File: src/common/bsdc_map.svh
// register map, field positions, reset values and code limits
`ifndef BSDC_MAP_SVH
`define BSDC_MAP_SVH

// register indices; byte address is four times the index
`define BSDC_IDX_SLEEP 16'h405E
`define BSDC_IDX_SCALE 16'h405F
`define BSDC_IDX_STATUS 16'h40F0
`define BSDC_ADDR_W 18
`define BSDC_ADDR_SLEEP {`BSDC_IDX_SLEEP, 2'b00}
`define BSDC_ADDR_SCALE {`BSDC_IDX_SCALE, 2'b00}
`define BSDC_ADDR_STATUS {`BSDC_IDX_STATUS, 2'b00}

// field positions
`define BSDC_SLOT_HI 15
`define BSDC_SLOT_LO 13
`define BSDC_SRC_HI 12
`define BSDC_SRC_LO 11
`define BSDC_MODE_HI 9
`define BSDC_MODE_LO 8
`define BSDC_VSEL_HI 6
`define BSDC_VSEL_LO 0

// reset values
`define BSDC_SLOT_RST 3'h0
`define BSDC_MODE_RST 2'h3
`define BSDC_VSEL_RST 7'h00
`define BSDC_SRC_RST 2'h0

// slot codes and timeslots
`define BSDC_SLOT_TR5 3'h0
`define BSDC_SLOT_TR3 3'h6
`define BSDC_SLOT_TR1 3'h7
`define BSDC_DIS_BASE 3'h6
`define BSDC_TS1 3'h1
`define BSDC_TS3 3'h3
`define BSDC_TS5 3'h5

// voltage code limits
`define BSDC_VMIN_CODE 7'h08
`define BSDC_VSAT_CODE 7'h68
`define BSDC_FAST_MAX 7'h48

`endif

File: src/common/bsdc_pkg.sv
// types shared by the sleep and scaling register block
package bsdc_pkg;
`include "bsdc_map.svh"

	typedef enum logic [1:0] {
		MODE_FCCM = 2'h0,
		MODE_AUTO = 2'h1,
		MODE_LDO  = 2'h2,
		MODE_HYST = 2'h3
	} bsdc_mode_t;

	typedef enum logic [1:0] {
		SRC_OFF = 2'h0,
		SRC_ON  = 2'h1,
		SRC_HW1 = 2'h2,
		SRC_HW2 = 2'h3
	} bsdc_src_t;

	typedef enum logic [2:0] {
		SQ_IDLE = 3'b001,
		SQ_WAIT = 3'b010,
		SQ_DONE = 3'b100
	} bsdc_seq_t;

	typedef struct packed {
		logic [2:0] slot;
		bsdc_mode_t mode;
		logic [6:0] vsel;
	} bsdc_sleep_t;

	typedef struct packed {
		bsdc_src_t  src;
		logic [6:0] vsel;
	} bsdc_scale_t;

	typedef struct packed {
		logic                    psel;
		logic                    penable;
		logic                    pwrite;
		logic [`BSDC_ADDR_W-1:0] paddr;
		logic [31:0]             pwdata;
		logic [3:0]              pstrb;
	} bsdc_apb_req_t;

	typedef struct packed {
		logic [6:0] code;
		logic [6:0] step;
		bsdc_mode_t mode;
		logic       dvsActive;
		logic       fastLimitExceeded;
	} bsdc_target_t;

endpackage

File: src/logic/bsdc_vcode_decode.sv
// voltage code to 12.5 mV step index decoder
`timescale 1ns/1ps
`include "bsdc_map.svh"

module bsdc_vcode_decode
	import bsdc_pkg::*;
(
	input  wire logic [6:0] code,      // voltage code
	output logic      [6:0] step,      // steps above 0.6 V
	output logic            overFast   // above 4 MHz limit
);

	// clamp low codes to 0.6 V and high codes to 1.8 V
	always_comb begin
		if (code <= `BSDC_VMIN_CODE) begin
			step = 7'h00;
		end else if (code >= `BSDC_VSAT_CODE) begin
			step = `BSDC_VSAT_CODE - `BSDC_VMIN_CODE;
		end else begin
			step = code - `BSDC_VMIN_CODE;
		end
	end

	// flag only; software keeps within limit
	assign overFast = (code > `BSDC_FAST_MAX);

endmodule // bsdc_vcode_decode

File: src/logic/bsdc_apb_slave.sv
// apb slave front end: decode, read capture, error answer
`timescale 1ns/1ps
`include "bsdc_map.svh"

module bsdc_apb_slave
	import bsdc_pkg::*;
(
	input  wire logic          clk_sys,  // system clock
	input  wire logic          nrst,     // async reset, low
	input  wire bsdc_apb_req_t apbReq,   // apb request
	input  wire logic [15:0]   rdWord,   // selected register
	output logic      [31:0]   prdata,   // read data
	output logic               pready,   // transfer done
	output logic               pslverr,  // unmapped address
	output logic      [2:0]    regSel,   // status, scale, sleep
	output logic               wrEn      // write this edge
);

	logic [31:0] prdata_q;
	logic [31:0] prdata_d;
	logic        err_q;
	logic        err_d;
	logic        setup;
	logic        mapped;

	// address decode, one-hot
	always_comb begin
		regSel = 3'h0;
		case (apbReq.paddr)
			`BSDC_ADDR_SLEEP:  regSel = 3'h1;
			`BSDC_ADDR_SCALE:  regSel = 3'h2;
			`BSDC_ADDR_STATUS: regSel = 3'h4;
			default:           regSel = 3'h0;
		endcase
	end

	assign mapped = |regSel;
	assign setup  = apbReq.psel & ~apbReq.penable;

	// capture read data and error in setup phase
	always_comb begin
		prdata_d = prdata_q;
		err_d    = err_q;
		if (setup) begin
			prdata_d = (mapped & ~apbReq.pwrite) ?
				{16'h0000, rdWord} : 32'h0000_0000;
			err_d    = ~mapped;
		end
	end

	always_ff @(posedge clk_sys or negedge nrst) begin
		if (!nrst) begin
			prdata_q <= 32'h0000_0000;
			err_q    <= 1'b0;
		end else begin
			prdata_q <= prdata_d;
			err_q    <= err_d;
		end
	end

	// zero wait states in access phase
	assign pready  = apbReq.psel & apbReq.penable;
	assign pslverr = pready & err_q;
	assign prdata  = prdata_q;
	assign wrEn    = pready & apbReq.pwrite & mapped;

	// unmapped access answers with error
	property p_unmapped_err;
		@(posedge clk_sys) disable iff (!nrst)
		(setup && !mapped) ##1 (apbReq.psel && apbReq.penable)
			|-> pslverr;
	endproperty
	a_unmapped_err: assert property (p_unmapped_err)
		else $error("unmapped access without error");

endmodule // bsdc_apb_slave

File: src/logic/bsdc_top.sv
// second buck converter sleep and voltage scaling registers
//
// Local design decision: register access over APB.
`timescale 1ns/1ps
`include "bsdc_map.svh"

module bsdc_top
	import bsdc_pkg::*;
(
	input  wire logic          clk_sys,                // system clock
	input  wire logic          nrst,                   // async reset, low
	input  wire bsdc_apb_req_t apbReq,                 // apb request
	output logic      [31:0]   prdata,                 // apb read data
	output logic               pready,                 // apb ready
	output logic               pslverr,                // apb error
	input  wire logic          sleepSeqActive,         // sleep sequence
	input  wire logic [2:0]    sleepSlotNow,           // current slot
	input  wire logic          hwEnableAssigned,       // hw enable owner
	input  wire logic          hwControlActive,        // hw control on
	input  wire logic          hwControlVoltageChoice, // 1 = sleep code
	input  wire logic [6:0]    onStateVoltageCode,     // on code
	input  wire bsdc_mode_t    onStateMode,            // on mode
	input  wire logic          hwScalingInputOne,      // pin, async
	input  wire logic          hwScalingInputTwo,      // pin, async
	output logic               sleepConditionActive,   // in sleep
	output logic               converterDisableReq,    // switch off
	output bsdc_target_t       target                  // converter target
);

	bsdc_sleep_t  sleepReg_q;
	bsdc_sleep_t  sleepReg_d;
	bsdc_scale_t  scaleReg_q;
	bsdc_scale_t  scaleReg_d;
	bsdc_seq_t    seq_q;
	bsdc_seq_t    seq_d;
	logic         sleepCond_q;
	logic         sleepCond_d;
	logic         disableReq_q;
	logic         disableReq_d;
	bsdc_target_t target_q;
	bsdc_target_t target_d;
	logic [1:0]   pinMeta_q;
	logic [1:0]   pinSync_q;
	logic [1:0]   pinRaw;
	logic [2:0]   regSel;
	logic         wrEn;
	logic [15:0]  rdWord;
	logic [15:0]  curWord;
	logic [15:0]  newWord;
	logic [2:0]   slotTarget;
	logic         slotDisables;
	logic         dvsActive;
	logic [6:0]   code_d;
	logic [6:0]   step_d;
	logic         overFast_d;

	// bus front end
	bsdc_apb_slave u_apb (
		.clk_sys (clk_sys),
		.nrst    (nrst),
		.apbReq  (apbReq),
		.rdWord  (rdWord),
		.prdata  (prdata),
		.pready  (pready),
		.pslverr (pslverr),
		.regSel  (regSel),
		.wrEn    (wrEn)
	);

	// two-flop synchronisers for scaling pins
	assign pinRaw = {hwScalingInputTwo, hwScalingInputOne};
	genvar i;
	generate
		for (i = 0; i < 2; i++) begin : g_sync
			always_ff @(posedge clk_sys or negedge nrst) begin
				if (!nrst) begin
					pinMeta_q[i] <= 1'b0;
					pinSync_q[i] <= 1'b0;
				end else begin
					pinMeta_q[i] <= pinRaw[i];
					pinSync_q[i] <= pinMeta_q[i];
				end
			end
		end
	endgenerate

	// readback words, reserved bits zero
	always_comb begin
		case (regSel)
			3'h1: rdWord = {sleepReg_q.slot, 3'h0, sleepReg_q.mode,
				1'b0, sleepReg_q.vsel};
			3'h2: rdWord = {3'h0, scaleReg_q.src, 4'h0,
				scaleReg_q.vsel};
			3'h4: rdWord = {1'b0, target_q.code, 1'b0, seq_q,
				target_q.fastLimitExceeded, target_q.dvsActive,
				disableReq_q, sleepCond_q};
			default: rdWord = 16'h0000;
		endcase
	end

	// byte lanes merge into the selected word
	assign curWord = (regSel == 3'h1) ? rdWord :
		(regSel == 3'h2) ? rdWord : 16'h0000;
	assign newWord = {
		apbReq.pstrb[1] ? apbReq.pwdata[15:8] : curWord[15:8],
		apbReq.pstrb[0] ? apbReq.pwdata[7:0] : curWord[7:0]};

	// register writes
	always_comb begin
		sleepReg_d = sleepReg_q;
		scaleReg_d = scaleReg_q;
		if (wrEn && regSel == 3'h1) begin
			sleepReg_d.mode = bsdc_mode_t'(
				newWord[`BSDC_MODE_HI:`BSDC_MODE_LO]);
			sleepReg_d.vsel = newWord[`BSDC_VSEL_HI:`BSDC_VSEL_LO];
			sleepReg_d.slot = newWord[`BSDC_SLOT_HI:`BSDC_SLOT_LO];
		end
		if (wrEn && regSel == 3'h2) begin
			scaleReg_d.src = bsdc_src_t'(
				newWord[`BSDC_SRC_HI:`BSDC_SRC_LO]);
			scaleReg_d.vsel = newWord[`BSDC_VSEL_HI:`BSDC_VSEL_LO];
		end
	end

	always_ff @(posedge clk_sys or negedge nrst) begin
		if (!nrst) begin
			sleepReg_q.slot <= `BSDC_SLOT_RST;
			sleepReg_q.mode <= bsdc_mode_t'(`BSDC_MODE_RST);
			sleepReg_q.vsel <= `BSDC_VSEL_RST;
			scaleReg_q.src  <= bsdc_src_t'(`BSDC_SRC_RST);
			scaleReg_q.vsel <= `BSDC_VSEL_RST;
		end else begin
			sleepReg_q <= sleepReg_d;
			scaleReg_q <= scaleReg_d;
		end
	end

	// slot code to timeslot and action
	always_comb begin
		slotDisables = 1'b0;
		case (sleepReg_q.slot)
			`BSDC_SLOT_TR5: slotTarget = `BSDC_TS5;
			`BSDC_SLOT_TR3: slotTarget = `BSDC_TS3;
			`BSDC_SLOT_TR1: slotTarget = `BSDC_TS1;
			default: begin
				// disable slot five down to one
				slotTarget   = `BSDC_DIS_BASE - sleepReg_q.slot;
				// hw enable turns disable into sleep
				slotDisables = ~hwEnableAssigned;
			end
		endcase
	end

	// sleep sequence tracker
	always_comb begin
		seq_d        = seq_q;
		sleepCond_d  = sleepCond_q;
		disableReq_d = disableReq_q;
		case (seq_q)
			SQ_IDLE: begin
				if (sleepSeqActive) begin
					seq_d = SQ_WAIT;
				end
			end
			SQ_WAIT: begin
				if (!sleepSeqActive) begin
					seq_d = SQ_IDLE;
				end else if (sleepSlotNow == slotTarget) begin
					seq_d        = SQ_DONE;
					disableReq_d = slotDisables;
					sleepCond_d  = ~slotDisables;
				end
			end
			SQ_DONE: begin
				if (!sleepSeqActive) begin
					seq_d        = SQ_IDLE;
					sleepCond_d  = 1'b0;
					disableReq_d = 1'b0;
				end
			end
			default: begin
				seq_d        = SQ_IDLE;
				sleepCond_d  = 1'b0;
				disableReq_d = 1'b0;
			end
		endcase
	end

	always_ff @(posedge clk_sys or negedge nrst) begin
		if (!nrst) begin
			seq_q        <= SQ_IDLE;
			sleepCond_q  <= 1'b0;
			disableReq_q <= 1'b0;
		end else begin
			seq_q        <= seq_d;
			sleepCond_q  <= sleepCond_d;
			disableReq_q <= disableReq_d;
		end
	end

	always_comb begin
		case (scaleReg_q.src)
			SRC_ON:  dvsActive = 1'b1;
			SRC_HW1: dvsActive = pinSync_q[0];
			SRC_HW2: dvsActive = pinSync_q[1];
			default: dvsActive = 1'b0;
		endcase
	end

	// target code and mode selection
	always_comb begin
		code_d          = onStateVoltageCode;
		target_d        = target_q;
		target_d.mode   = onStateMode;
		if (sleepCond_q) begin
			target_d.mode = sleepReg_q.mode;
			code_d        = sleepReg_q.vsel;
		end else if (hwControlActive) begin
			code_d = hwControlVoltageChoice ?
				sleepReg_q.vsel : onStateVoltageCode;
		end
		if (dvsActive) begin
			code_d = scaleReg_q.vsel;
		end
		target_d.code              = code_d;
		target_d.step              = step_d;
		target_d.dvsActive         = dvsActive;
		target_d.fastLimitExceeded = overFast_d;
	end

	bsdc_vcode_decode u_dec (
		.code     (code_d),
		.step     (step_d),
		.overFast (overFast_d)
	);

	always_ff @(posedge clk_sys or negedge nrst) begin
		if (!nrst) begin
			target_q <= '0;
		end else begin
			target_q <= target_d;
		end
	end

	assign target               = target_q;
	assign sleepConditionActive = sleepCond_q;
	assign converterDisableReq  = disableReq_q;

	// checks on the sleep sequence and target
	property p_slot5_trans;
		@(posedge clk_sys) disable iff (!nrst)
		(seq_q == SQ_WAIT && sleepSeqActive && sleepSlotNow == 3'h5
			&& sleepReg_q.slot == 3'h0)
			|=> sleepCond_q && !disableReq_q;
	endproperty
	a_slot5_trans: assert property (p_slot5_trans)
		else $error("code 000 missed slot 5 transition");

	property p_disable_slot;
		@(posedge clk_sys) disable iff (!nrst)
		(seq_q == SQ_WAIT && sleepSeqActive && !hwEnableAssigned
			&& sleepReg_q.slot == 3'h2 && sleepSlotNow == 3'h4)
			|=> disableReq_q && !sleepCond_q;
	endproperty
	a_disable_slot: assert property (p_disable_slot)
		else $error("code 010 did not disable in slot 4");

	property p_slot1_trans;
		@(posedge clk_sys) disable iff (!nrst)
		(seq_q == SQ_WAIT && sleepSeqActive && sleepReg_q.slot == 3'h7
			&& sleepSlotNow != 3'h1) |=> !sleepCond_q;
	endproperty
	a_slot1_trans: assert property (p_slot1_trans)
		else $error("code 111 acted outside slot 1");

	property p_hw_sleep;
		@(posedge clk_sys) disable iff (!nrst)
		(seq_q == SQ_WAIT && sleepSeqActive && hwEnableAssigned
			&& sleepReg_q.slot == 3'h5 && sleepSlotNow == 3'h1)
			|=> sleepCond_q && !disableReq_q;
	endproperty
	a_hw_sleep: assert property (p_hw_sleep)
		else $error("hw enable code did not enter sleep");

	property p_sleep_mode;
		@(posedge clk_sys) disable iff (!nrst)
		sleepCond_q |=> target_q.mode == $past(sleepReg_q.mode);
	endproperty
	a_sleep_mode: assert property (p_sleep_mode)
		else $error("sleep mode not applied");

	property p_sleep_wr;
		@(posedge clk_sys) disable iff (!nrst)
		(wrEn && regSel == 3'h1 && apbReq.pstrb[0])
			|=> sleepReg_q.vsel == $past(apbReq.pwdata[6:0]);
	endproperty
	a_sleep_wr: assert property (p_sleep_wr)
		else $error("sleep code write lost");

	property p_step_sat;
		@(posedge clk_sys) disable iff (!nrst)
		(target_q.code >= 7'h68 |-> target_q.step == 7'h60) and
		(target_q.code <= 7'h08 |-> target_q.step == 7'h00);
	endproperty
	a_step_sat: assert property (p_step_sat)
		else $error("code decode out of range");

	property p_dvs_on;
		@(posedge clk_sys) disable iff (!nrst)
		(scaleReg_q.src == SRC_ON) ##1 (scaleReg_q.src == SRC_ON)
			|-> target_q.dvsActive
			&& target_q.code == $past(scaleReg_q.vsel);
	endproperty
	a_dvs_on: assert property (p_dvs_on)
		else $error("scaling code not applied");

	property p_hwc_choice;
		@(posedge clk_sys) disable iff (!nrst)
		(hwControlActive && hwControlVoltageChoice && !sleepCond_q
			&& scaleReg_q.src == SRC_OFF)
			|=> target_q.code == $past(sleepReg_q.vsel);
	endproperty
	a_hwc_choice: assert property (p_hwc_choice)
		else $error("hw choice did not pick sleep code");

	property p_hw1_pin;
		@(posedge clk_sys) disable iff (!nrst)
		(scaleReg_q.src == SRC_HW1 && !pinSync_q[0])
			|=> !target_q.dvsActive;
	endproperty
	a_hw1_pin: assert property (p_hw1_pin)
		else $error("hw input 1 low but scaling active");

endmodule // bsdc_top

File: config.mk
export PLATFORM = sky130hd
export DESIGN_NAME = bsdc_top
export DESIGN_NICKNAME = d
export VERILOG_FILES = /design/src/common/bsdc_pkg.sv /design/src/logic/bsdc_vcode_decode.sv /design/src/logic/bsdc_apb_slave.sv /design/src/logic/bsdc_top.sv
export VERILOG_INCLUDE_DIRS = /design/src /design/src/common
export SDC_FILE = /design/constraint.sdc
export NUM_CORES = 1
export LEC_CHECK = 0
export BUFFER_PORTS_ARGS = -buffer_cell sky130_fd_sc_hd__clkbuf_2
export CORE_MARGIN = 2
export CORE_UTILIZATION = 53
export CTS_CLUSTER_SIZE = 10
export DETAILED_ROUTE_END_ITERATION = 12
export PLACE_DENSITY = 0.92
export SLEW_MARGIN = 10
export SYNTH_ARGS = -nofsm -noshare
export SYNTH_HDL_FRONTEND = slang
export SYNTH_SLANG_ARGS = --single-unit
File: constraint.sdc
create_clock -name clk_sys -period 7.01 [get_ports clk_sys]
set_input_delay 0.3505 -clock clk_sys [delete_from_list [all_inputs] [get_ports clk_sys]]
set_output_delay 0.3505 -clock clk_sys [all_outputs]
set_load 0.005 [all_outputs]
==> flow_summary.ini <==
[floorplanning]
chipHeight_um = 83.9
initial_core_util = 0.541
coreArea_um2 = 6240
dieArea_um2 = 7030
io_pins = 131
rows = 29
die_x_um = 83.9

[clocking]
clock_latency_ps = 350
post_cts_buffers = 0
cts_tree = yes
cts.clk_slew.worst_paths_ps = 70
cts_buffer_depth = 2
numCtsBuffers = 9
root_buffer = clkbuf_8
cts-hold-fix-buffers = 0
numClockSinks = 64
postCtsResizedCells = 0
htreeDepth = 3

[critical_path]
cp_cell_sequence = a21oi_1, or2_0, inv_2, nor2_1, a21o_1, ha_1, inv_1, a211oi_1, a211oi_1, a211oi_2, nor2_1
crit_end = target[6]$_DFF_PN0_
cp_slowest_cell = or2_0
crit_cells = 11
reg2reg_setup_slack_ps = 3870
crit_fanout = 9
r2r_cells = 11
worstSetupStartpointType = register
cpPeakStageDelay_ps = 620
worstPathRequired_ps = 7240
critPathArrivalTime_ps = 3370
crit_path_end_kind = register
crit_family = compound AO/OA/AOI/OAI gates
r2r_start = scaleReg_q[7]$_DFFE_PN0P_
worstSetupStartpoint = scaleReg_q[7]$_DFFE_PN0P_
path_class = register to register
path_buf_inv = 2
rr_endpoint = target[6]$_DFF_PN0_

[yosys]
synth_edf_count = 0
synth_area_um2 = 3380
yosysSeqAreaShare = 0.475
synth_area_per_cell_um2 = 10.2
synthDistinctLibCells = 60
ys_async_sr_fraction = 1.00
syn_inst = 332
yosys_most_used_dff = dfrtp_1
synth_seq_cells = 64
yosys_warnings = 0

[grt]
grt_pass1_wl_um = 14000
grt_pass1_vias = 2886
grt_antenna_before_repair = 0
grt_max_degree = 65
grt_overflow = 0
grtUsageTotal = 0.252

[drt]
final_antenna_net_count = 0
first_pass_iters = 4
vias_per_cell = 5.56
drc_errors = 0
dr_total_vias = 2818
wl_um = 8360
drt_iter0_markers = 250
post_drt_wl_per_cell_um = 16.5

[power_and_ir_drop]
p_per_area_nw_per_um2 = 222
p_leak_uw = 0.00205
ir_drop_v = 0.000190

[sta]
min_period_ps = 3140
tightest_slew_ps = 833
finalClockSkew_ps = 10.0
relSlewSlack = 0.441
min_period_over_period = 0.448
grt_setup_unrepaired = false
hold_slack_ps = 94.7
final-setup-viol-count = 0
setup_tns_ps = 0
clock.fmax_mhz = 318
final_max_slew_viol_count = 0
hold_violations = 0

[final_layout]
syn_to_final_growth_pct = 20.4
final_cells = 507
final.fill_count = 484
nets = 508
drive_above_1_share = 0.349
antenna_cells = 0

[place]
gp_congestion = 0.893
portBuffers = 93
dp_cells = 491
dp_hpwl_um = 6180

[min_path]
worstHoldStart = hwScalingInputOne
hold_path_class = input port to register

[job]
drv_cap = 0

[run_status]
status = completed
[power breakdown]
| group | internal [uW] | switching [uW] |
|---|---|---|
| combinational | 51.8 | 65.2 |
| sequential | 388 | 14.1 |
| clock | 236 | 147 |
| total | 676 | 226 |
[sequential cells by signal (all words and copies together) (netlist names)]
signal,flops
u_apb.prdata,15
seq_q,3
pinMeta_q,2
u_apb.err_q,1
converterDisableReq,1
pinSync_q,2
target,18
sleepReg_q,12
scaleReg_q,9
sleepConditionActive,1
[synth_stat cells, drive strengths merged, types with 4 or more instances]
master	n	area share
dfrtp	61	0.45
nor2	38	0.044
a21oi	29	0.047
nand2	25	0.029
buf	24	0.052
mux2	19	0.063
o21ai	19	0.028
mux2i	17	0.053
inv	13	0.014
a22oi	9	0.020
nor3	8	0.015
clkbuf	6	0.0067
ha	6	0.022
a21bo	4	0.012
[how the worst min path moves through the flow]
stage,to,slack (ps),depth (start not counted)
after floorplan,converterDisableReq$_DFFE_PN0P_,50,0
after global placement,pinSync_q[1]$_DFF_PN0_,330,0
after detailed placement,pinSync_q[0]$_DFF_PN0_,340,0
after CTS,pinMeta_q[0]$_DFF_PN0_,90,1
after global routing,pinMeta_q[1]$_DFF_PN0_,90,1
final,pinMeta_q[0]$_DFF_PN0_,90,1
[area by class of cell]
class | instances | area, um^2 | share of cell area
Inverter | 13 | 48.8 | 0.0120
Multi-Input combinational cell | 241 | 1590 | 0.392
Timing Repair Buffer | 96 | 488 | 0.120
Sequential cell | 64 | 1610 | 0.395
Clock buffer | 10 | 128 | 0.0314
Clock inverter | 6 | 109 | 0.0268
Tap cell | 77 | 96.3 | 0.0237
[metal layers]
metal	track usage	wire length, um	up-vias
li1	-	-	1319
met1	0.322	3430	1364
met2	0.412	4140	118
met5	0	0	-
met3	0.0504	579	17
met4	0.117	204	0
[cells in the final DEF (no fill, tap or decap), drive strengths merged, types with 4 or more instances in the layout]
| cell type | netlist | final |
|---|---|---|
| mux2 | 19 | 19 |
| a21bo | 4 | 4 |
| nand2 | 25 | 25 |
| a22oi | 9 | 9 |
| conb | 1 | 17 |
| dfrtp | 61 | 61 |
| mux2i | 17 | 17 |
| ha | 6 | 6 |
| clkbuf | 6 | 103 |
| o21ai | 19 | 19 |
| nor2 | 38 | 38 |
| inv | 13 | 13 |
| a21oi | 29 | 29 |
| nor3 | 8 | 8 |
[stage by stage]
stage          utilization  total power, uW  setup slack, ps  area, um^2
3_5_place_dp         0.614              525             4030        3830
2_1_floorplan            -              474             4600        3440
6_report             0.652              902             3870        4070
4_1_cts              0.652              905             3900        4070
3_3_place_gp         0.614              520             4100        3830
5_1_grt              0.652              934             3630        4070
[kinds of logic after synthesis]
group           after synthesis  synth area share
simple gates                 98             0.149
compound gates               81             0.156
other cells                   1           0.00111
mux                          36             0.116
buf+inv                      43            0.0729
fa+ha+maj                     6            0.0222
xor+xnor                      3           0.00778
flops                        64             0.475
Power figures use the tool's default switching activity.
